--- src/core/ostc_map.svh ---
// Register indices, field positions, reset values and timing for the output sync trigger block.
`ifndef OSTC_MAP_SVH
`define OSTC_MAP_SVH

`define OSTC_IDX_CH0_SYNC_CTRL   14'h10db
`define OSTC_IDX_CH1_SYNC_CTRL   14'h14db
`define OSTC_IDX_CH0_REARM       14'h2107
`define OSTC_IDX_CH1_REARM       14'h2207
`define OSTC_IDX_GLOBAL_MANUAL   14'h2000
`define OSTC_IDX_CH0_MANUAL      14'h2101
`define OSTC_IDX_CH1_MANUAL      14'h2201
`define OSTC_IDX_COMMIT          14'h000f
`define OSTC_IDX_CH0_DIV_BASE    14'h1100
`define OSTC_IDX_CH1_DIV_BASE    14'h1500
`define OSTC_IDX_CH0_SYSCLK_SRC  14'h10dc
`define OSTC_IDX_CH0_SYSCLK_MASK 14'h10dd
`define OSTC_IDX_CH1_SYSCLK_SRC  14'h14dc
`define OSTC_IDX_CH1_SYSCLK_MASK 14'h14dd
`define OSTC_IDX_STATUS          14'h3000

`define OSTC_MODE_LSB            0
`define OSTC_MODE_MSB            1
`define OSTC_REFSYNC_BIT         2
`define OSTC_MANUAL_BIT          3
`define OSTC_REARM_BIT           0
`define OSTC_COMMIT_BIT          0

`define OSTC_SYNC_CTRL_RST       8'h00
`define OSTC_MANUAL_RST          8'h00
`define OSTC_DIV_RST             8'h01
`define OSTC_SYSCLK_RST          8'h00

`define OSTC_CH0_OUTPUTS         6
`define OSTC_CH1_OUTPUTS         4
`define OSTC_DIV_TOTAL           10

`define OSTC_CLK_PERIOD_NS       100
`define OSTC_REF_OFFSET_NS       30
`define OSTC_REF_OFFSET_CYC      (((`OSTC_REF_OFFSET_NS / `OSTC_CLK_PERIOD_NS) < 1) ? 1 : \
                                  (`OSTC_REF_OFFSET_NS / `OSTC_CLK_PERIOD_NS))

`endif

--- src/core/ostc_pkg.sv ---
// Types shared by the output sync trigger block.
package ostc_pkg;

    typedef enum logic [2:0] {
        ST_IDLE,
        ST_WAIT_HITLESS,
        ST_MUTE,
        ST_HOLD,
        ST_WAIT_RELEASE,
        ST_OFFSET,
        ST_RELEASE
    } ostc_state_t;

    typedef struct packed {
        logic [1:0] mode;
        logic       mode_wr;
        logic       rearm;
        logic       refsync;
        logic       manual;
        logic       reconf;
    } ostc_ctrl_t;

    typedef struct packed {
        logic sys_lock;
        logic phase_lock;
        logic freq_lock;
        logic aml_lock;
        logic hitless;
        logic ref_rise;
    } ostc_lock_t;

endpackage : ostc_pkg

--- src/core/ostc_chan_seq.sv ---
// Per-channel trigger collection and synchronisation sequencer.
`timescale 1ns/1ps
`include "ostc_map.svh"
module ostc_chan_seq #(
    parameter int NOUT = 6
) (
    input  wire logic              pclk,
    input  wire logic              presetn,
    input  ostc_pkg::ostc_ctrl_t   ctrl,
    input  ostc_pkg::ostc_lock_t   lock,
    input  wire logic [NOUT-1:0]   excl,
    output logic      [NOUT-1:0]   out_mute,
    output logic      [NOUT-1:0]   div_reset,
    output ostc_pkg::ostc_state_t  state,
    output logic                   first_done,
    output logic                   armed
);
    ostc_pkg::ostc_state_t state_next;
    logic            pending_reg;
    logic            cause_reconf_reg;
    logic [1:0]      offset_cnt_reg;
    logic            auto_evt;
    logic            auto_fire;
    logic            idle;
    logic            trig;
    logic            trig_all;
    logic            pend_all_reg;
    logic            start;
    logic            release_ok;
    logic [NOUT-1:0] affected;

    assign idle = (state == ostc_pkg::ST_IDLE);

    assign auto_evt = (ctrl.mode == 2'd1) ? lock.sys_lock :
                      (ctrl.mode == 2'd2) ? lock.phase_lock :
                      (ctrl.mode == 2'd3) ? lock.freq_lock : 1'b0;
    assign auto_fire = (ctrl.mode != 2'd0) && armed && lock.sys_lock && auto_evt;

    // Manual is a level, so it may only raise pending once or the sequence would rerun.
    assign trig_all = (idle && ctrl.manual && !pending_reg) || auto_fire;
    // Reconfiguration is ignored until the first sequence has finished.
    assign trig  = trig_all || (ctrl.reconf && first_done);
    assign start = idle && pending_reg && lock.sys_lock;

    // Manual hold is honoured in both release paths so a stall is never skipped.
    assign release_ok = lock.aml_lock && !ctrl.manual &&
                        (!ctrl.refsync || (lock.ref_rise && lock.hitless));

    // Sysclk-driven masked outputs ride through reconfiguration untouched.
    assign affected = cause_reconf_reg ? ~excl : {NOUT{1'b1}};

    always_comb begin
        state_next = state;
        case (state)
            ostc_pkg::ST_IDLE:
                if (start) begin
                    state_next = ctrl.refsync ? ostc_pkg::ST_WAIT_HITLESS : ostc_pkg::ST_MUTE;
                end
            ostc_pkg::ST_WAIT_HITLESS:
                if (lock.hitless) begin
                    state_next = ostc_pkg::ST_MUTE;
                end
            ostc_pkg::ST_MUTE:
                state_next = ostc_pkg::ST_HOLD;
            ostc_pkg::ST_HOLD:
                state_next = ostc_pkg::ST_WAIT_RELEASE;
            ostc_pkg::ST_WAIT_RELEASE:
                if (release_ok) begin
                    state_next = ctrl.refsync ? ostc_pkg::ST_OFFSET : ostc_pkg::ST_RELEASE;
                end
            ostc_pkg::ST_OFFSET:
                if (offset_cnt_reg == 2'(`OSTC_REF_OFFSET_CYC - 1)) begin
                    state_next = ostc_pkg::ST_RELEASE;
                end
            ostc_pkg::ST_RELEASE:
                state_next = ostc_pkg::ST_IDLE;
            default:
                state_next = ostc_pkg::ST_IDLE;
        endcase
    end

    always_ff @(posedge pclk or negedge presetn) begin
        if (!presetn) begin
            state            <= ostc_pkg::ST_IDLE;
            pending_reg      <= 1'b0;
            pend_all_reg     <= 1'b0;
            armed            <= 1'b1;
            first_done       <= 1'b0;
            cause_reconf_reg <= 1'b0;
            offset_cnt_reg   <= 2'h0;
        end else begin
            state          <= state_next;
            pending_reg    <= trig || (pending_reg && !start);
            pend_all_reg   <= trig_all || (pend_all_reg && !start);
            armed          <= ctrl.rearm || ctrl.mode_wr || (armed && !auto_fire);
            offset_cnt_reg <= (state == ostc_pkg::ST_OFFSET) ? offset_cnt_reg + 2'h1 : 2'h0;
            if (start) begin
                // The reconfiguration pulse is long gone here, so the cause is kept in pend_all_reg.
                cause_reconf_reg <= !pend_all_reg;
            end
            if (state == ostc_pkg::ST_RELEASE) begin
                first_done <= 1'b1;
            end
        end
    end

    // Everything is muted and held in reset until the first sequence ends.
    always_ff @(posedge pclk or negedge presetn) begin
        if (!presetn) begin
            out_mute  <= {NOUT{1'b1}};
            div_reset <= {NOUT{1'b1}};
        end else if (state == ostc_pkg::ST_MUTE) begin
            out_mute  <= out_mute | affected;
        end else if (state == ostc_pkg::ST_HOLD) begin
            div_reset <= div_reset | affected;
        end else if (state == ostc_pkg::ST_RELEASE) begin
            out_mute  <= out_mute & ~affected;
            div_reset <= div_reset & ~affected;
        end
    end
endmodule : ostc_chan_seq

--- src/core/ostc_sync2.sv ---
// Two-flop synchroniser for pin inputs.
`timescale 1ns/1ps
module ostc_sync2 #(
    parameter int W = 1
) (
    input  wire logic         pclk,
    input  wire logic         presetn,
    input  wire logic [W-1:0] d,
    output logic      [W-1:0] q
);
    logic [W-1:0] meta_reg;

    always_ff @(posedge pclk or negedge presetn) begin
        if (!presetn) begin
            meta_reg <= '0;
            q        <= '0;
        end else begin
            meta_reg <= d;
            q        <= meta_reg;
        end
    end
endmodule : ostc_sync2

--- src/core/ostc_top.sv ---
// Output sync trigger control: APB registers, ratio change detection and two channel sequencers.
`timescale 1ns/1ps
`include "ostc_map.svh"
module ostc_top (
    input  wire logic        pclk,
    input  wire logic        presetn,
    input  wire logic        psel,
    input  wire logic        penable,
    input  wire logic        pwrite,
    input  wire logic [15:0] paddr,
    input  wire logic [31:0] pwdata,
    output logic      [31:0] prdata,
    output logic             pready,
    output logic             pslverr,
    input  wire logic        sysclk_locked,
    input  wire logic [1:0]  digital_loop_phase_lock,
    input  wire logic [1:0]  digital_loop_freq_lock,
    input  wire logic [1:0]  analog_multiplier_loop_cal_lock,
    input  wire logic [1:0]  hitless_profile_active,
    input  wire logic [1:0]  active_ref_clk,
    output logic      [5:0]  channel_zero_out_mute,
    output logic      [5:0]  channel_zero_div_reset,
    output logic      [3:0]  channel_one_out_mute,
    output logic      [3:0]  channel_one_div_reset,
    output logic      [47:0] channel0_output_divider_ratio,
    output logic      [31:0] channel1_output_divider_ratio
);
    localparam int NDIV = `OSTC_DIV_TOTAL;
    localparam int N0   = `OSTC_CH0_OUTPUTS;
    localparam int N1   = `OSTC_CH1_OUTPUTS;

    // Index decode: word aligned addresses only, index is byte address over four.
    function automatic logic hit(input logic [15:0] addr, input logic [13:0] idx);
        hit = (addr[1:0] == 2'h0) && (addr[15:2] == idx);
    endfunction : hit

    function automatic logic in_range(input logic [15:0] addr, input logic [13:0] base,
                                      input int n);
        logic [13:0] diff;
        diff     = addr[15:2] - base;
        in_range = (addr[1:0] == 2'h0) && (addr[15:2] >= base) && (diff < 14'(n));
    endfunction : in_range

    // Register state.
    logic [7:0] ch0_sync_ctrl_reg;
    logic [7:0] ch1_sync_ctrl_reg;
    logic [7:0] global_manual_reg;
    logic [7:0] ch0_manual_reg;
    logic [7:0] ch1_manual_reg;
    logic [7:0] ch0_sysclk_src_reg;
    logic [7:0] ch0_sysclk_mask_reg;
    logic [7:0] ch1_sysclk_src_reg;
    logic [7:0] ch1_sysclk_mask_reg;
    logic [7:0] staged_div_reg [NDIV];
    logic [7:0] active_div_reg [NDIV];
    logic [1:0] reconf_reg;

    // Bus decode.
    logic        setup;
    logic        wr_en;
    logic [13:0] widx;
    logic        hit_ctrl0;
    logic        hit_ctrl1;
    logic        hit_rearm0;
    logic        hit_rearm1;
    logic        hit_gman;
    logic        hit_man0;
    logic        hit_man1;
    logic        hit_commit;
    logic        hit_src0;
    logic        hit_mask0;
    logic        hit_src1;
    logic        hit_mask1;
    logic        hit_status;
    logic        hit_div0;
    logic        hit_div1;
    logic        mapped;
    logic        commit;
    logic [3:0]  div_sel;
    logic [31:0] rd_value;
    logic [31:0] status_word;
    logic [NDIV-1:0] div_changed;

    assign setup      = psel && !penable;
    assign wr_en      = psel && penable && pwrite;
    assign widx       = paddr[15:2];
    assign hit_ctrl0  = hit(paddr, `OSTC_IDX_CH0_SYNC_CTRL);
    assign hit_ctrl1  = hit(paddr, `OSTC_IDX_CH1_SYNC_CTRL);
    assign hit_rearm0 = hit(paddr, `OSTC_IDX_CH0_REARM);
    assign hit_rearm1 = hit(paddr, `OSTC_IDX_CH1_REARM);
    assign hit_gman   = hit(paddr, `OSTC_IDX_GLOBAL_MANUAL);
    assign hit_man0   = hit(paddr, `OSTC_IDX_CH0_MANUAL);
    assign hit_man1   = hit(paddr, `OSTC_IDX_CH1_MANUAL);
    assign hit_commit = hit(paddr, `OSTC_IDX_COMMIT);
    assign hit_src0   = hit(paddr, `OSTC_IDX_CH0_SYSCLK_SRC);
    assign hit_mask0  = hit(paddr, `OSTC_IDX_CH0_SYSCLK_MASK);
    assign hit_src1   = hit(paddr, `OSTC_IDX_CH1_SYSCLK_SRC);
    assign hit_mask1  = hit(paddr, `OSTC_IDX_CH1_SYSCLK_MASK);
    assign hit_status = hit(paddr, `OSTC_IDX_STATUS);
    assign hit_div0   = in_range(paddr, `OSTC_IDX_CH0_DIV_BASE, N0);
    assign hit_div1   = in_range(paddr, `OSTC_IDX_CH1_DIV_BASE, N1);
    assign div_sel    = hit_div0 ? 4'(widx - `OSTC_IDX_CH0_DIV_BASE)
                                 : 4'(widx - `OSTC_IDX_CH1_DIV_BASE + 14'(N0));
    assign mapped     = hit_ctrl0 || hit_ctrl1 || hit_rearm0 || hit_rearm1 || hit_gman ||
                        hit_man0 || hit_man1 || hit_commit || hit_src0 || hit_mask0 ||
                        hit_src1 || hit_mask1 || hit_status || hit_div0 || hit_div1;
    assign commit     = wr_en && hit_commit && pwdata[`OSTC_COMMIT_BIT];

    // Zero wait states; unmapped accesses are answered with an error and no effect.
    assign pready  = 1'b1;
    assign pslverr = psel && penable && !mapped;

    // Sequencer side signals.
    ostc_pkg::ostc_ctrl_t  ctrl0;
    ostc_pkg::ostc_ctrl_t  ctrl1;
    ostc_pkg::ostc_lock_t  lock0;
    ostc_pkg::ostc_lock_t  lock1;
    ostc_pkg::ostc_state_t state0;
    ostc_pkg::ostc_state_t state1;
    logic       first_done0;
    logic       first_done1;
    logic       armed0;
    logic       armed1;
    logic       sys_lock_s;
    logic [1:0] phase_s;
    logic [1:0] freq_s;
    logic [1:0] aml_s;
    logic [1:0] hitless_s;
    logic [1:0] ref_s;
    logic [1:0] ref_prev_reg;
    logic [1:0] ref_rise;

    ostc_sync2 #(.W(11)) u_sync (
        .pclk    (pclk),
        .presetn (presetn),
        .d       ({sysclk_locked, digital_loop_phase_lock, digital_loop_freq_lock,
                   analog_multiplier_loop_cal_lock, hitless_profile_active, active_ref_clk}),
        .q       ({sys_lock_s, phase_s, freq_s, aml_s, hitless_s, ref_s})
    );

    assign ref_rise = ref_s & ~ref_prev_reg;

    // The comparison covers every divider of a channel, so any one change retimes all but its sysclk-masked outputs.
    generate
        for (genvar i = 0; i < NDIV; i++) begin : g_cmp
            assign div_changed[i] = (staged_div_reg[i] != active_div_reg[i]);
            if (i < N0) begin : g_q0
                assign channel0_output_divider_ratio[8*i +: 8] = active_div_reg[i];
            end else begin : g_q1
                assign channel1_output_divider_ratio[8*(i-N0) +: 8] = active_div_reg[i];
            end
        end
    endgenerate

    assign ctrl0 = '{mode:    ch0_sync_ctrl_reg[`OSTC_MODE_MSB:`OSTC_MODE_LSB],
                     mode_wr: wr_en && hit_ctrl0,
                     rearm:   wr_en && hit_rearm0 && pwdata[`OSTC_REARM_BIT],
                     refsync: ch0_sync_ctrl_reg[`OSTC_REFSYNC_BIT],
                     manual:  global_manual_reg[`OSTC_MANUAL_BIT] ||
                              ch0_manual_reg[`OSTC_MANUAL_BIT],
                     reconf:  reconf_reg[0]};
    assign ctrl1 = '{mode:    ch1_sync_ctrl_reg[`OSTC_MODE_MSB:`OSTC_MODE_LSB],
                     mode_wr: wr_en && hit_ctrl1,
                     rearm:   wr_en && hit_rearm1 && pwdata[`OSTC_REARM_BIT],
                     refsync: ch1_sync_ctrl_reg[`OSTC_REFSYNC_BIT],
                     manual:  global_manual_reg[`OSTC_MANUAL_BIT] ||
                              ch1_manual_reg[`OSTC_MANUAL_BIT],
                     reconf:  reconf_reg[1]};
    assign lock0 = '{sys_lock: sys_lock_s, phase_lock: phase_s[0], freq_lock: freq_s[0],
                     aml_lock: aml_s[0], hitless: hitless_s[0], ref_rise: ref_rise[0]};
    assign lock1 = '{sys_lock: sys_lock_s, phase_lock: phase_s[1], freq_lock: freq_s[1],
                     aml_lock: aml_s[1], hitless: hitless_s[1], ref_rise: ref_rise[1]};

    ostc_chan_seq #(.NOUT(N0)) u_ch0 (
        .pclk       (pclk),
        .presetn    (presetn),
        .ctrl       (ctrl0),
        .lock       (lock0),
        .excl       (ch0_sysclk_src_reg[N0-1:0] & ch0_sysclk_mask_reg[N0-1:0]),
        .out_mute   (channel_zero_out_mute),
        .div_reset  (channel_zero_div_reset),
        .state      (state0),
        .first_done (first_done0),
        .armed      (armed0)
    );

    ostc_chan_seq #(.NOUT(N1)) u_ch1 (
        .pclk       (pclk),
        .presetn    (presetn),
        .ctrl       (ctrl1),
        .lock       (lock1),
        .excl       (ch1_sysclk_src_reg[N1-1:0] & ch1_sysclk_mask_reg[N1-1:0]),
        .out_mute   (channel_one_out_mute),
        .div_reset  (channel_one_div_reset),
        .state      (state1),
        .first_done (first_done1),
        .armed      (armed1)
    );

    assign status_word = {20'h00000, armed1, armed0, first_done1, first_done0,
                          1'b0, 3'(state1), 1'b0, 3'(state0)};

    // Read mux; the re-arm and commit registers read back as zero.
    assign rd_value = hit_ctrl0  ? {24'h000000, ch0_sync_ctrl_reg} :
                      hit_ctrl1  ? {24'h000000, ch1_sync_ctrl_reg} :
                      hit_gman   ? {24'h000000, global_manual_reg} :
                      hit_man0   ? {24'h000000, ch0_manual_reg} :
                      hit_man1   ? {24'h000000, ch1_manual_reg} :
                      hit_src0   ? {24'h000000, ch0_sysclk_src_reg} :
                      hit_mask0  ? {24'h000000, ch0_sysclk_mask_reg} :
                      hit_src1   ? {24'h000000, ch1_sysclk_src_reg} :
                      hit_mask1  ? {24'h000000, ch1_sysclk_mask_reg} :
                      hit_status ? status_word :
                      (hit_div0 || hit_div1) ? {24'h000000, staged_div_reg[div_sel]} :
                      32'h00000000;

    // Read data is captured in the setup cycle and stands through the access cycle.
    always_ff @(posedge pclk or negedge presetn) begin
        if (!presetn) begin
            prdata <= 32'h00000000;
        end else if (setup && !pwrite) begin
            prdata <= rd_value;
        end
    end

    always_ff @(posedge pclk or negedge presetn) begin
        if (!presetn) begin
            ref_prev_reg <= 2'h0;
        end else begin
            ref_prev_reg <= ref_s;
        end
    end

    always_ff @(posedge pclk or negedge presetn) begin
        if (!presetn) begin
            ch0_sync_ctrl_reg   <= `OSTC_SYNC_CTRL_RST;
            ch1_sync_ctrl_reg   <= `OSTC_SYNC_CTRL_RST;
            global_manual_reg   <= `OSTC_MANUAL_RST;
            ch0_manual_reg      <= `OSTC_MANUAL_RST;
            ch1_manual_reg      <= `OSTC_MANUAL_RST;
            ch0_sysclk_src_reg  <= `OSTC_SYSCLK_RST;
            ch0_sysclk_mask_reg <= `OSTC_SYSCLK_RST;
            ch1_sysclk_src_reg  <= `OSTC_SYSCLK_RST;
            ch1_sysclk_mask_reg <= `OSTC_SYSCLK_RST;
        end else if (wr_en) begin
            if (hit_ctrl0)  ch0_sync_ctrl_reg   <= pwdata[7:0];
            if (hit_ctrl1)  ch1_sync_ctrl_reg   <= pwdata[7:0];
            if (hit_gman)   global_manual_reg   <= pwdata[7:0];
            if (hit_man0)   ch0_manual_reg      <= pwdata[7:0];
            if (hit_man1)   ch1_manual_reg      <= pwdata[7:0];
            if (hit_src0)   ch0_sysclk_src_reg  <= pwdata[7:0];
            if (hit_mask0)  ch0_sysclk_mask_reg <= pwdata[7:0];
            if (hit_src1)   ch1_sysclk_src_reg  <= pwdata[7:0];
            if (hit_mask1)  ch1_sysclk_mask_reg <= pwdata[7:0];
        end
    end

    // Staged ratios take effect only on commit, which is also when a change is judged.
    always_ff @(posedge pclk or negedge presetn) begin
        if (!presetn) begin
            for (int i = 0; i < NDIV; i++) begin
                staged_div_reg[i] <= `OSTC_DIV_RST;
                active_div_reg[i] <= `OSTC_DIV_RST;
            end
            reconf_reg <= 2'h0;
        end else begin
            if (wr_en && (hit_div0 || hit_div1)) begin
                staged_div_reg[div_sel] <= pwdata[7:0];
            end
            if (commit) begin
                for (int i = 0; i < NDIV; i++) begin
                    active_div_reg[i] <= staged_div_reg[i];
                end
            end
            reconf_reg[0] <= commit && (|div_changed[N0-1:0]);
            reconf_reg[1] <= commit && (|div_changed[NDIV-1:N0]);
        end
    end
endmodule : ostc_top

--- config.mk ---
export PLATFORM = sky130hd
export DESIGN_NAME = ostc_top
export DESIGN_NICKNAME = d
export VERILOG_FILES = /design/src/core/ostc_pkg.sv /design/src/core/ostc_chan_seq.sv /design/src/core/ostc_sync2.sv /design/src/core/ostc_top.sv
export VERILOG_INCLUDE_DIRS = /design/src /design/src/core
export SDC_FILE = /design/constraint.sdc
export NUM_CORES = 1
export LEC_CHECK = 0
export ABC_AREA = 1
export BUFFER_PORTS_ARGS = -buffer_cell sky130_fd_sc_hd__buf_2
export CAP_MARGIN = 20
export CORE_MARGIN = 3
export CORE_UTILIZATION = 25
export DETAILED_ROUTE_END_ITERATION = 8
export PLACE_DENSITY = 0.54
export SYNTH_ARGS = -nofsm -noshare
export SYNTH_HDL_FRONTEND = slang
export SYNTH_HIERARCHICAL = 1
export SYNTH_SLANG_ARGS = --single-unit
--- constraint.sdc ---
create_clock -name pclk -period 1.55 [get_ports pclk]
set_input_delay 0.0775 -clock pclk [delete_from_list [all_inputs] [get_ports pclk]]
set_output_delay 0.0775 -clock pclk [all_outputs]
set_load 0.005 [all_outputs]
* Yosys cells after proc, flatten, opt, wreduce, memory -nomap -nowiden
Cells that the tools add are included.
Operators by class: reductions and logical operators 136, bitwise logic cells 19, $lt $le $gt $ge 6, multiplexer cells 52, equal/unequal tests 51, add/subtract/negate cells 5
Operator list (count):
- 2-to-1 mux 12 bit | 10
- == test 14 x 13 -> 1 bit, second input constant | 6
- == test 14 bit, second input constant | 6
- bitwise mux 80 bit | 1
- != test 8 bit | 10
- logical AND 1 bit | 62
- 2-to-1 mux 6 bit | 6
- case mux 3 bit (6 select lines) | 2
- binary-select mux 8 bit (select 4 bit) | 1
- demux 8 bit (select 4 bit) | 1
- 2-to-1 mux 8 bit | 4
- logical OR 1 bit | 31
- >= comparator 14 x 13 -> 1 bit, second input constant | 2
- less-than comparator 14 x 3 -> 1 bit, second input constant | 2
- 2-to-1 mux 4 bit | 7
- subtractor 14 x 13 -> 14 bit, second input constant | 2
- AND reduction 2 bit | 13
- 2-to-1 mux 3 bit | 8
- AND 6 bit | 3
- == test 3 bit, second input constant | 6
- logical NOT 1 bit | 15
- == test 14 x 4 -> 1 bit, second input constant | 1
- AND 4 bit | 3
- == test 3 x 2 -> 1 bit, second input constant | 4
- other kinds (25) | 63
Storage, ports and cells: input bits 64, register bits 330, output and inout port bits 134

* Longest topological paths before layout
Gate-level depths: netlist of the first run.
depth after elaboration 19, depth in mapped cells 26

* Modules after synthesis
Netlist of the first run, hierarchy kept.
Modules (own cells, without submodules):
- ostc_top | seq. area each 6231.0 µm², cells an instance 1666, instances 1, area each 13141.4 µm²
- ostc_chan_seq at u_ch0 | seq. area each 566.8 µm², cells an instance 127, instances 1, area each 1083.5 µm²
- ostc_chan_seq at u_ch1 | seq. area each 461.7 µm², cells an instance 109, instances 1, area each 859.6 µm²
- ostc_sync2 | seq. area each 550.5 µm², cells an instance 22, instances 1, area each 550.5 µm²

* Worst setup path before layout of the first run
Ideal clock, no wire load.
path kind input-to-reg, from input port paddr[6], to register prdata[3], setup time 117 ps, buffers on the path 1, required time 1433 ps, arrival 1742 ps, cell stages on the path 21, slack -309 ps, cell sequence inv_1 nand2_2 nor2_4 nand2_1 nor2_2 nand2_2 nand2_2 nand2_2 buf_6 o21ai_0 nand2_1 nand2_1 nand2_1 nand3_1 nand4_1 nor2_1 nand3_1 nor2_1 nand3_1 nand2_1 nand2_1
Between the ends: cells in the longest elaborated chain, start to end 19, elaborated cells between the ends (all ways) 47, classes of those cells add/sub: 2; order compare: 4; eq/ne: 10; mux: 15; bitwise: 1; reduce/logical: 15
RTL lines:
- start: declaration | line ostc_top.sv:10 | input wire logic [15:0] paddr,
- subtractor 14 x 13 -> 14 bit (no line) / >= comparator 14 x 13 -> 1 bit (equally long branches)
- less-than comparator 14 x 3 -> 1 bit / logical AND 1 bit (equally long branches) | line ostc_top.sv:41 | in_range = (addr[1:0] == 2'h0) && (addr[15:2] >= base) && (diff < 14'(n));
- logical AND 1 bit | line ostc_top.sv:41
- 2-to-1 mux 4 bit | line ostc_top.sv:102 | assign div_sel = hit_div0 ? 4'(widx - `OSTC_IDX_CH0_DIV_BASE)
- NOT 4 -> 5 bit (not written as such) | line ostc_top.sv:214 | (hit_div0 || hit_div1) ? {24'h000000, staged_div_reg[div_sel]} :
- binary-select mux 8 bit (select 4 bit) | line ostc_top.sv:214
- 2-to-1 mux 8 bit (not written as such) (2 in a row) | line ostc_top.sv:214
- 2-to-1 mux 8 bit | line ostc_top.sv:214
- [2 not listed]
- 2-to-1 mux 12 bit | line ostc_top.sv:211 | hit_src1 ? {24'h000000, ch1_sysclk_src_reg} :
- 2-to-1 mux 12 bit | line ostc_top.sv:210 | hit_mask0 ? {24'h000000, ch0_sysclk_mask_reg} :
- 2-to-1 mux 12 bit | line ostc_top.sv:209 | hit_src0 ? {24'h000000, ch0_sysclk_src_reg} :
- 2-to-1 mux 12 bit | line ostc_top.sv:208 | hit_man1 ? {24'h000000, ch1_manual_reg} :
- 2-to-1 mux 12 bit | line ostc_top.sv:207 | hit_man0 ? {24'h000000, ch0_manual_reg} :
- 2-to-1 mux 12 bit | line ostc_top.sv:206 | hit_gman ? {24'h000000, global_manual_reg} :
- 2-to-1 mux 12 bit | line ostc_top.sv:205 | hit_ctrl1 ? {24'h000000, ch1_sync_ctrl_reg} :
- 2-to-1 mux 12 bit * | line ostc_top.sv:204 | assign rd_value = hit_ctrl0 ? {24'h000000, ch0_sync_ctrl_reg} :
- end signal: assignment | line ostc_top.sv:222 | prdata <= rd_value;
- end: declaration | line ostc_top.sv:12 | output logic [31:0] prdata,
Every way passes the cells marked *; elsewhere a longest branch is shown, timed or not. The select of a mux whose other input is x is not followed. A chain may end at the register's enable or synchronous reset.

* Worst setup path in the final report of the first run
from register staged_div_reg[37] in the netlist's numbering, to register prdata[5]
Between the ends: cells in the longest elaborated chain, start to end 14
RTL lines:
- start: declaration | line ostc_top.sv:54 | logic [7:0] staged_div_reg [NDIV];
- start signal: indexed assignment | line ostc_top.sv:262 | staged_div_reg[i] <= `OSTC_DIV_RST;
- start signal: indexed assignment | line ostc_top.sv:268 | staged_div_reg[div_sel] <= pwdata[7:0];
- binary-select mux 8 bit (select 4 bit) | line ostc_top.sv:214
- 2-to-1 mux 8 bit (not written as such) (2 in a row) | line ostc_top.sv:214
- 2-to-1 mux 8 bit | line ostc_top.sv:214
- 2-to-1 mux 12 bit | line ostc_top.sv:213 | hit_status ? status_word :
- 2-to-1 mux 12 bit | line ostc_top.sv:212 | hit_mask1 ? {24'h000000, ch1_sysclk_mask_reg} :
- 2-to-1 mux 12 bit | line ostc_top.sv:211
- 2-to-1 mux 12 bit | line ostc_top.sv:210
- 2-to-1 mux 12 bit | line ostc_top.sv:209
- 2-to-1 mux 12 bit | line ostc_top.sv:208
- 2-to-1 mux 12 bit | line ostc_top.sv:207
- 2-to-1 mux 12 bit | line ostc_top.sv:206
- 2-to-1 mux 12 bit | line ostc_top.sv:205
- 2-to-1 mux 12 bit | line ostc_top.sv:204
Every way passes these cells. The select of a mux whose other input is x is not followed.

==> impl_metrics.prom, run 1 <==
# TYPE chip_impl_metric gauge
chip_impl_info{name="status",value="complete, but fails checks"} 1
chip_impl_info{name="failed_checks",value="setup timing"} 1
chip_impl_metric{name="clock_power_share",unit="%"} 43.7
chip_impl_metric{name="post-route-util",unit="%"} 37.89
chip_impl_metric{name="critPathMaxStageDelay",unit="ps"} 410
chip_impl_info{name="critPathKind",value="reg2reg"} 1
chip_impl_metric{name="vdd_drop_max",unit="V"} 0.0007573
chip_impl_metric{name="h-tree-depth",unit=""} 2
chip_impl_metric{name="gr-usage-all-layers",unit="%"} 16.12
chip_impl_metric{name="area.growth.synth_to_final",unit="%"} 49.82
chip_impl_info{name="synth_top_family_by_area",value="simple AND/OR/NAND/NOR gates"} 1
chip_impl_metric{name="diodes",unit=""} 0
chip_impl_metric{name="firstDrtPassIters",unit=""} 7
chip_impl_info{name="cells_along_the_critical_path",value="inv_1 > nand2_1 > o21ai_2 > buf_4 > nand2_1 > nand2_1 > nand2_1 > nand4_1 > nand2_1 > nand2_1 > nand2_2 > nand2_1 > nand2_1 > nand2_1 > nand2_1 > nand2_1 > nand2_1 > nand2_1 > nand2_1"} 1
chip_impl_metric{name="synth_top_area_share",unit="%"} 42.89
chip_impl_metric{name="clkSinkCount",unit=""} 310
chip_impl_metric{name="cellLeakagePower",unit="nW"} 12.20
chip_impl_metric{name="largest_register_ff_count",unit=""} 80
chip_impl_metric{name="power_density",unit="nW/µm²"} 919.4
chip_impl_metric{name="post_route_hold_slack",unit="ps"} 27.98
chip_impl_metric{name="ys_warns",unit=""} 6
chip_impl_metric{name="synth_cell_types",unit=""} 47
chip_impl_metric{name="synth_enable_flop_cells",unit=""} 0
chip_impl_info{name="crit_path_start_kind",value="register"} 1
chip_impl_metric{name="min_period",unit="ps"} 1879
chip_impl_metric{name="synth_adder_area_share",unit="%"} 0.2401
chip_impl_metric{name="antenna_found_initial",unit=""} 1
chip_impl_info{name="cp-end-kind",value="register"} 1
chip_impl_metric{name="cts-buffers-inserted",unit=""} 39
chip_impl_metric{name="die_outline_height",unit="µm"} 256.1
chip_impl_metric{name="maximum_number_of_pins_on_one_net_before_global_route_repair",unit=""} 68
chip_impl_metric{name="proportion_of_synthesized_chip_area_in_sequential_cells",unit="%"} 49.95
chip_impl_metric{name="synthesis.area",unit="µm²"} 15630
chip_impl_metric{name="timing.final.hold_violations",unit=""} 0
chip_impl_metric{name="sw_frac_of_total",unit="%"} 27.43
chip_impl_metric{name="max_cap_viol_count",unit=""} 0
chip_impl_metric{name="yosys.area_share.xor_xnor",unit="%"} 3.921
chip_impl_metric{name="clkTransAtPathRegs",unit="ps"} 60
chip_impl_info{name="yosysTopAreaCell",value="sky130_fd_sc_hd__dfrtp_1"} 1
chip_impl_metric{name="drt-wirelength-per-cell",unit="µm"} 17.03
chip_impl_metric{name="final.setup_skew",unit="ps"} 21.77
chip_impl_info{name="post-synth-top-count-cell",value="sky130_fd_sc_hd__nand2_1"} 1
chip_impl_metric{name="chipWidth",unit="µm"} 256.1
chip_impl_metric{name="dp.final_hpwl",unit="mm"} 40.15
chip_impl_metric{name="buffer_ports.inserted",unit=""} 152
chip_impl_metric{name="synth_seq_cells",unit=""} 310
chip_impl_info{name="tritoncts_clock_tree",value="built"} 1
chip_impl_info{name="most_used_dff_post_synth",value="sky130_fd_sc_hd__dfrtp_1"} 1
chip_impl_metric{name="layout-drive-gt1-share",unit="%"} 38.01
chip_impl_info{name="critPathSlowestCell",value="sky130_fd_sc_hd__dfrtp_1"} 1
chip_impl_metric{name="core_region_area",unit="µm²"} 61830
chip_impl_metric{name="share_seq_of_total_power",unit="%"} 42.2
chip_impl_info{name="regToRegStartpoint",value="staged_div_reg[37]$_DFFE_PN0P_"} 1
chip_impl_info{name="yosys-top-cells-area",value="sky130_fd_sc_hd__dfrtp_1 (43%), sky130_fd_sc_hd__nand2_1 (12%), sky130_fd_sc_hd__dfstp_2 (7.1%)"} 1
chip_impl_metric{name="drt_iter0_drc",unit=""} 899
chip_impl_metric{name="routabilityCongestion",unit=""} 0.8766
chip_impl_info{name="rsz0062_at_grt",value="yes"} 1
chip_impl_metric{name="synth_compound_area_share",unit="%"} 10.80
chip_impl_metric{name="async_flop_share",unit="%"} 100.0
chip_impl_metric{name="route.antenna.remaining_nets",unit=""} 0
chip_impl_metric{name="initial_core_util",unit="%"} 25.29
chip_impl_metric{name="layout.nets",unit=""} 2543
chip_impl_metric{name="grt_pass1_wl",unit="mm"} 83.40
chip_impl_metric{name="die_area",unit="µm²"} 65580
chip_impl_info{name="critPathMostFrequentCell",value="sky130_fd_sc_hd__nand2_1"} 1
chip_impl_metric{name="pwr-share-comb",unit="%"} 14.2
chip_impl_info{name="hold_path.class",value="in2async"} 1
chip_impl_metric{name="row_count",unit=""} 91
chip_impl_metric{name="clockBufferDepth",unit=""} 3
chip_impl_metric{name="final_max_slew_viol_count",unit=""} 0
chip_impl_metric{name="floorplan.io_pins",unit=""} 198
chip_impl_info{name="synth_commonest_cells",value="sky130_fd_sc_hd__nand2_1 (508), sky130_fd_sc_hd__dfrtp_1 (268), sky130_fd_sc_hd__inv_1 (263)"} 1
chip_impl_info{name="ctsRootBufferMaster",value="sky130_fd_sc_hd__clkbuf_16"} 1
chip_impl_metric{name="cell_internal_power",unit="W"} 0.01563
chip_impl_metric{name="final.period_utilization",unit="%"} 121.2
chip_impl_metric{name="critical_path.max_fanout",unit=""} 3
chip_impl_metric{name="synth_mux_area_share",unit="%"} 3.601
chip_impl_metric{name="via_count",unit=""} 14770
chip_impl_info{name="worst_setup_path_startpoint",value="staged_div_reg[37]$_DFFE_PN0P_"} 1
chip_impl_metric{name="worst_path_required_time",unit="ps"} 1990
chip_impl_metric{name="routed_wl",unit="mm"} 56.97
chip_impl_metric{name="viasPerCell",unit=""} 4.416
chip_impl_metric{name="clock_latency",unit="ps"} 560
chip_impl_metric{name="total_switching_power",unit="W"} 0.005907
chip_impl_metric{name="critical_path_arrival",unit="ps"} 2320
chip_impl_metric{name="remaining_drc_errors",unit=""} 0
chip_impl_metric{name="fmax",unit="GHz"} 0.5322
chip_impl_metric{name="postSynthCellCount",unit=""} 1924
chip_impl_metric{name="number_of_global_route_vias_before_repair",unit=""} 14450
chip_impl_metric{name="post_synth_and_or_nand_nor_area_fraction",unit="%"} 21.63
chip_impl_metric{name="synth.avg_cell_area",unit="µm²"} 8.126
chip_impl_metric{name="overflow",unit=""} 0
chip_impl_metric{name="worst_slack",unit="ps"} -329.0
chip_impl_metric{name="setup_viol_count_final",unit=""} 30
## critical path, delay by kind of cell, from the launching register on
kind            cells  cell delay (ps)
simple gates       16             1050
flops               1              410
buf+inv             2              230
compound gates      1              100
## path summary, 6_finish.rpt
kind                                                            endpoint  slack [ps]  cells after the start
setup reg to reg                                   prdata[5]$_DFFE_PN0P_        -330                     19
hold / removal             channel0_output_divider_ratio[29]$_DFFE_PN0P_          30                      2
hold reg to reg                                    u_sync/q[5]$_DFF_PN0_         350                      0
min in group pclk                                  prdata[3]$_DFFE_PN0P_          50                      6
setup / recovery                                   prdata[5]$_DFFE_PN0P_        -330                     19
max in group asynchronous  channel1_output_divider_ratio[24]$_DFFE_PN1P_         740                      3
## cell families after synthesis
logic type | after synthesis
simple gates | 797
buf+inv | 363
mux | 56
fa+ha+maj | 3
other cells | 2
compound gates | 323
flops | 310
xor+xnor | 70
## per-stage QoR
stage               total power (W)  TNS, ps  instances  setup slack [ps]  cell area [µm²]
floorplan                   0.01071   -12250       1943            -246.7            16020
global placement            0.01201  -133070       3180            -910.6            19900
global route                0.02254   -11080       3344            -471.9            23420
detailed placement          0.01209  -139220       3180            -969.1            19900
CTS                         0.02176    -2908       3303            -377.7            22090
finish                      0.02154    -2893       3344            -329.0            23420
## final cells by class
cell class,instances,area (µm²)
timing repair buffer,577,4677
tap,837,1047
clock inverter,20,225.2
sequential,310,7810
inverter,275,1115
clock buffer,52,1106
multi-input combinational,1272,7436
timing repair inverter,1,7.507
fill,6232,38400
## power by group through the flow
| stage | Sequential [W] | Combinational (W) | Clock, W |
|---|---|---|---|
| 2_1_floorplan | 0.00918 | 0.00153 | 0 |
| 3_3_place_gp | 0.00923 | 0.00278 | 0 |
| 3_5_place_dp | 0.00924 | 0.00285 | 0 |
| 4_1_cts | 0.00910 | 0.00298 | 0.00968 |
| 5_1_grt | 0.00914 | 0.00342 | 0.00997 |
| 6_report | 0.00908 | 0.00305 | 0.00941 |
## routing by layer
layer | wire (µm) | vias to the layer above | share of wire [%] | global-route usage, %
li1 | - | 7200 | - | -
met1 | 25450 | 7094 | 45 | 21.63
met2 | 27070 | 388 | 48 | 26.54
met3 | 2779 | 82 | 4.9 | 2.444
met4 | 1649 | 2 | 2.9 | 5.432
met5 | 20 | - | 0.035 | 0
## cell usage in the layout, fill, tap and decap left out, types with 15 or more instances in the layout
cell	n
sky130_fd_sc_hd__a21oi_1	38
sky130_fd_sc_hd__a21oi_2	28
sky130_fd_sc_hd__buf_2	136
sky130_fd_sc_hd__buf_4	335
sky130_fd_sc_hd__buf_6	52
sky130_fd_sc_hd__clkbuf_16	50
sky130_fd_sc_hd__conb_1	21
sky130_fd_sc_hd__dfrtp_1	268
sky130_fd_sc_hd__dfstp_2	42
sky130_fd_sc_hd__dlygate4sd3_1	21
sky130_fd_sc_hd__inv_1	224
sky130_fd_sc_hd__inv_2	34
sky130_fd_sc_hd__mux2i_1	50
sky130_fd_sc_hd__nand2_1	438
sky130_fd_sc_hd__nand2_2	60
sky130_fd_sc_hd__nand2_4	18
sky130_fd_sc_hd__nand3_1	56
sky130_fd_sc_hd__nand4_1	24
sky130_fd_sc_hd__nor2_1	94
sky130_fd_sc_hd__nor2_4	19
sky130_fd_sc_hd__o21ai_0	156
sky130_fd_sc_hd__o21ai_1	54
sky130_fd_sc_hd__o21ai_2	25
sky130_fd_sc_hd__or2_2	15
sky130_fd_sc_hd__xnor2_1	44
sky130_fd_sc_hd__xor2_1	21
## repair_timing
item / 4_1_cts / 5_1_grt
hold endpoints to repair: 305 / 0
gates resized for setup: 132 / 266
pin swaps: 34 / 69
hold buffers: 21 / 0
endpoints found under the setup margin: 163 / 193
setup buffers: 42 / 29
cloned: 0 / 19
Power figures use the tool's default switching activity.
==> run 2, diff against run 1 <==
- TNS_END_PERCENT: default -> 5
==> impl_metrics.prom, run 2 (same netlist as run 1, synthesis figures left out) <==
# TYPE chip_impl_metric gauge
chip_impl_metric{name="clkSinkCount",unit=""} 310
chip_impl_metric{name="timing.final.hold_violations",unit=""} 0
chip_impl_metric{name="remaining_drc_errors",unit=""} 0
chip_impl_info{name="layout_commonest_cell",value="sky130_fd_sc_hd__nand2_1"} 1
chip_impl_metric{name="fmax",unit="GHz"} 0.5334
chip_impl_metric{name="post-place-ws",unit="ps"} -892.6
chip_impl_info{name="cp-end-kind",value="primary output"} 1
chip_impl_metric{name="buffer_ports.inserted",unit=""} 152
chip_impl_metric{name="critical_path_arrival",unit="ps"} 1800
chip_impl_metric{name="cts-buffers-inserted",unit=""} 37
chip_impl_metric{name="via_count",unit=""} 14450
chip_impl_metric{name="chipWidth",unit="µm"} 256.1
chip_impl_metric{name="number_of_global_route_vias_before_repair",unit=""} 14530
chip_impl_info{name="hold_path.class",value="in2async"} 1
chip_impl_metric{name="firstDrtPassIters",unit=""} 7
chip_impl_metric{name="clockBufferDepth",unit=""} 3
chip_impl_metric{name="largest_register_ff_count",unit=""} 80
chip_impl_metric{name="overflow",unit=""} 0
chip_impl_metric{name="final.setup_skew",unit="ps"} 14.40
chip_impl_metric{name="min_period",unit="ps"} 1875
chip_impl_metric{name="die_area",unit="µm²"} 65580
chip_impl_metric{name="total_power",unit="W"} 0.02096
chip_impl_metric{name="vdd_drop_max",unit="V"} 0.0007789
chip_impl_metric{name="final.fill_count",unit=""} 6445
chip_impl_metric{name="clock_latency",unit="ps"} 540
chip_impl_metric{name="layout.nets",unit=""} 2509
chip_impl_metric{name="h-tree-depth",unit=""} 2
chip_impl_metric{name="r2r.worst_path.cells",unit=""} 7
chip_impl_metric{name="die_outline_height",unit="µm"} 256.1
chip_impl_metric{name="r2r_slack",unit="ps"} -290
chip_impl_metric{name="power_density",unit="nW/µm²"} 939.7
chip_impl_metric{name="routabilityCongestion",unit=""} 0.8876
chip_impl_metric{name="grt_pass1_wl",unit="mm"} 84.15
chip_impl_metric{name="routed_wl",unit="mm"} 53.88
chip_impl_metric{name="viasPerCell",unit=""} 4.365
chip_impl_metric{name="max_cap_viol_count",unit=""} 0
chip_impl_info{name="status",value="complete, but fails checks"} 1
chip_impl_metric{name="cellLeakagePower",unit="nW"} 11.72
chip_impl_metric{name="gr-usage-all-layers",unit="%"} 16.20
chip_impl_metric{name="final.period_utilization",unit="%"} 121.0
chip_impl_info{name="final_cell_mix",value="sky130_fd_sc_hd__nand2_1 (475), sky130_fd_sc_hd__buf_4 (341), sky130_fd_sc_hd__dfrtp_1 (268), sky130_fd_sc_hd__inv_1 (227), sky130_fd_sc_hd__o21ai_0 (187)"} 1
chip_impl_metric{name="row_count",unit=""} 91
chip_impl_metric{name="floorplan.io_pins",unit=""} 198
chip_impl_metric{name="drt-wirelength-per-cell",unit="µm"} 16.28
chip_impl_info{name="failed_checks",value="setup timing"} 1
chip_impl_metric{name="final_max_slew_viol_count",unit=""} 0
chip_impl_info{name="critPathKind",value="in2out"} 1
chip_impl_metric{name="worst_slack",unit="ps"} -324.7
chip_impl_metric{name="worst_path_required_time",unit="ps"} 1470
chip_impl_info{name="crit_path_start_kind",value="input pin"} 1
chip_impl_metric{name="setup_viol_count_final",unit=""} 36
chip_impl_metric{name="initial_core_util",unit="%"} 25.29
chip_impl_info{name="rsz0062_at_grt",value="yes"} 1
chip_impl_info{name="worst_setup_path_startpoint",value="paddr[0]"} 1
chip_impl_metric{name="antenna_found_initial",unit=""} 2
chip_impl_metric{name="route.antenna.remaining_nets",unit=""} 0
chip_impl_info{name="ctsRootBufferMaster",value="sky130_fd_sc_hd__clkbuf_16"} 1
chip_impl_info{name="regToRegStartpoint",value="staged_div_reg[38]$_DFFE_PN0P_"} 1
chip_impl_metric{name="area.growth.synth_to_final",unit="%"} 42.66
chip_impl_info{name="rr_endpoint",value="reconf_reg[0]$_DFF_PN0_"} 1
chip_impl_metric{name="clkTransAtPathRegs",unit="ps"} 60
chip_impl_metric{name="layout-drive-gt1-share",unit="%"} 33.87
chip_impl_metric{name="dp.final_hpwl",unit="mm"} 40.79
chip_impl_metric{name="drt_iter0_drc",unit=""} 1029
chip_impl_info{name="tritoncts_clock_tree",value="built"} 1
chip_impl_metric{name="critical_path.max_fanout",unit=""} 8
chip_impl_metric{name="core_region_area",unit="µm²"} 61830
chip_impl_metric{name="maximum_number_of_pins_on_one_net_before_global_route_repair",unit=""} 63
-- run 2: worst max-delay path by stage --
stage | to | depth (start not counted)
after floorplan | prdata[3]$_DFFE_PN0P_ | 21
after global placement | pslverr | 18
after detailed placement | pslverr | 18
after CTS | pslverr | 19
after global routing | prdata[4]$_DFFE_PN0P_ | 21
final | pslverr | 15
-- run 2: cell type report --
type	instances	area, µm²	area share, %
sequential	310	7810	35.01
multi-input combinational	1270	7010	31.43
timing repair buffer	548	4129	18.51
clock buffer	57	1124	5.037
inverter	275	1071	4.802
tap	837	1047	4.695
clock inverter	11	108.9	0.4880
antenna	2	5.005	0.02244
-- run 2: what timing repair did --
item | in CTS | in global routing
hold buffers | 20 | 0
hold endpoints to repair | 300 | 0
setup endpoints to repair | 148 | 190
gates cloned | 0 | 1
pin swaps | 34 | 64
buffers inserted | 17 | 17
gates resized for setup | 116 | 125
-- run 2: metal layers --
metal / vias to the layer above / GRT usage (%) / part of all wire (%)
met5: - / 0 / 0
met3: 57 / 2.523 / 4.5
li1: 7124 / - / -
met4: 0 / 3.896 / 1.8
met1: 6970 / 21.63 / 45
met2: 296 / 27.51 / 48
-- run 2: report_power, final --
group | internal [W] | leakage (nW) | switching [W]
combinational | 0.00117 | 7.03 | 0.00188
clock | 0.00533 | 0.614 | 0.00350
sequential | 0.00874 | 4.07 | 0.000350
-- run 2: worst max-delay path, cell delays in order --
cell,delay (ps)
sky130_fd_sc_hd__buf_2,100
sky130_fd_sc_hd__nor2_4,50
sky130_fd_sc_hd__buf_6,110
sky130_fd_sc_hd__buf_8,130
sky130_fd_sc_hd__inv_6,70
sky130_fd_sc_hd__buf_6,130
sky130_fd_sc_hd__nor2_1,50
sky130_fd_sc_hd__inv_1,90
sky130_fd_sc_hd__nor2_2,60
sky130_fd_sc_hd__inv_2,60
sky130_fd_sc_hd__nand3_2,80
sky130_fd_sc_hd__nor3_2,160
sky130_fd_sc_hd__nand4_1,200
sky130_fd_sc_hd__nor4_4,250
sky130_fd_sc_hd__buf_6,140
-- run 2: through the flow --
stage               util [%]  hold slack [ps]  cell area, µm²  std cells  setup TNS [ps]
floorplan                  -           -218.1           15840       1943          -20820
global placement       32.26            53.92           19950       3195         -138780
detailed placement     32.26            55.79           19950       3195         -135300
CTS                    35.14            8.714           21720       3293           -3721
finish                 36.08            48.56           22310       3310           -2747
global route           36.07            60.37           22300       3308          -11890
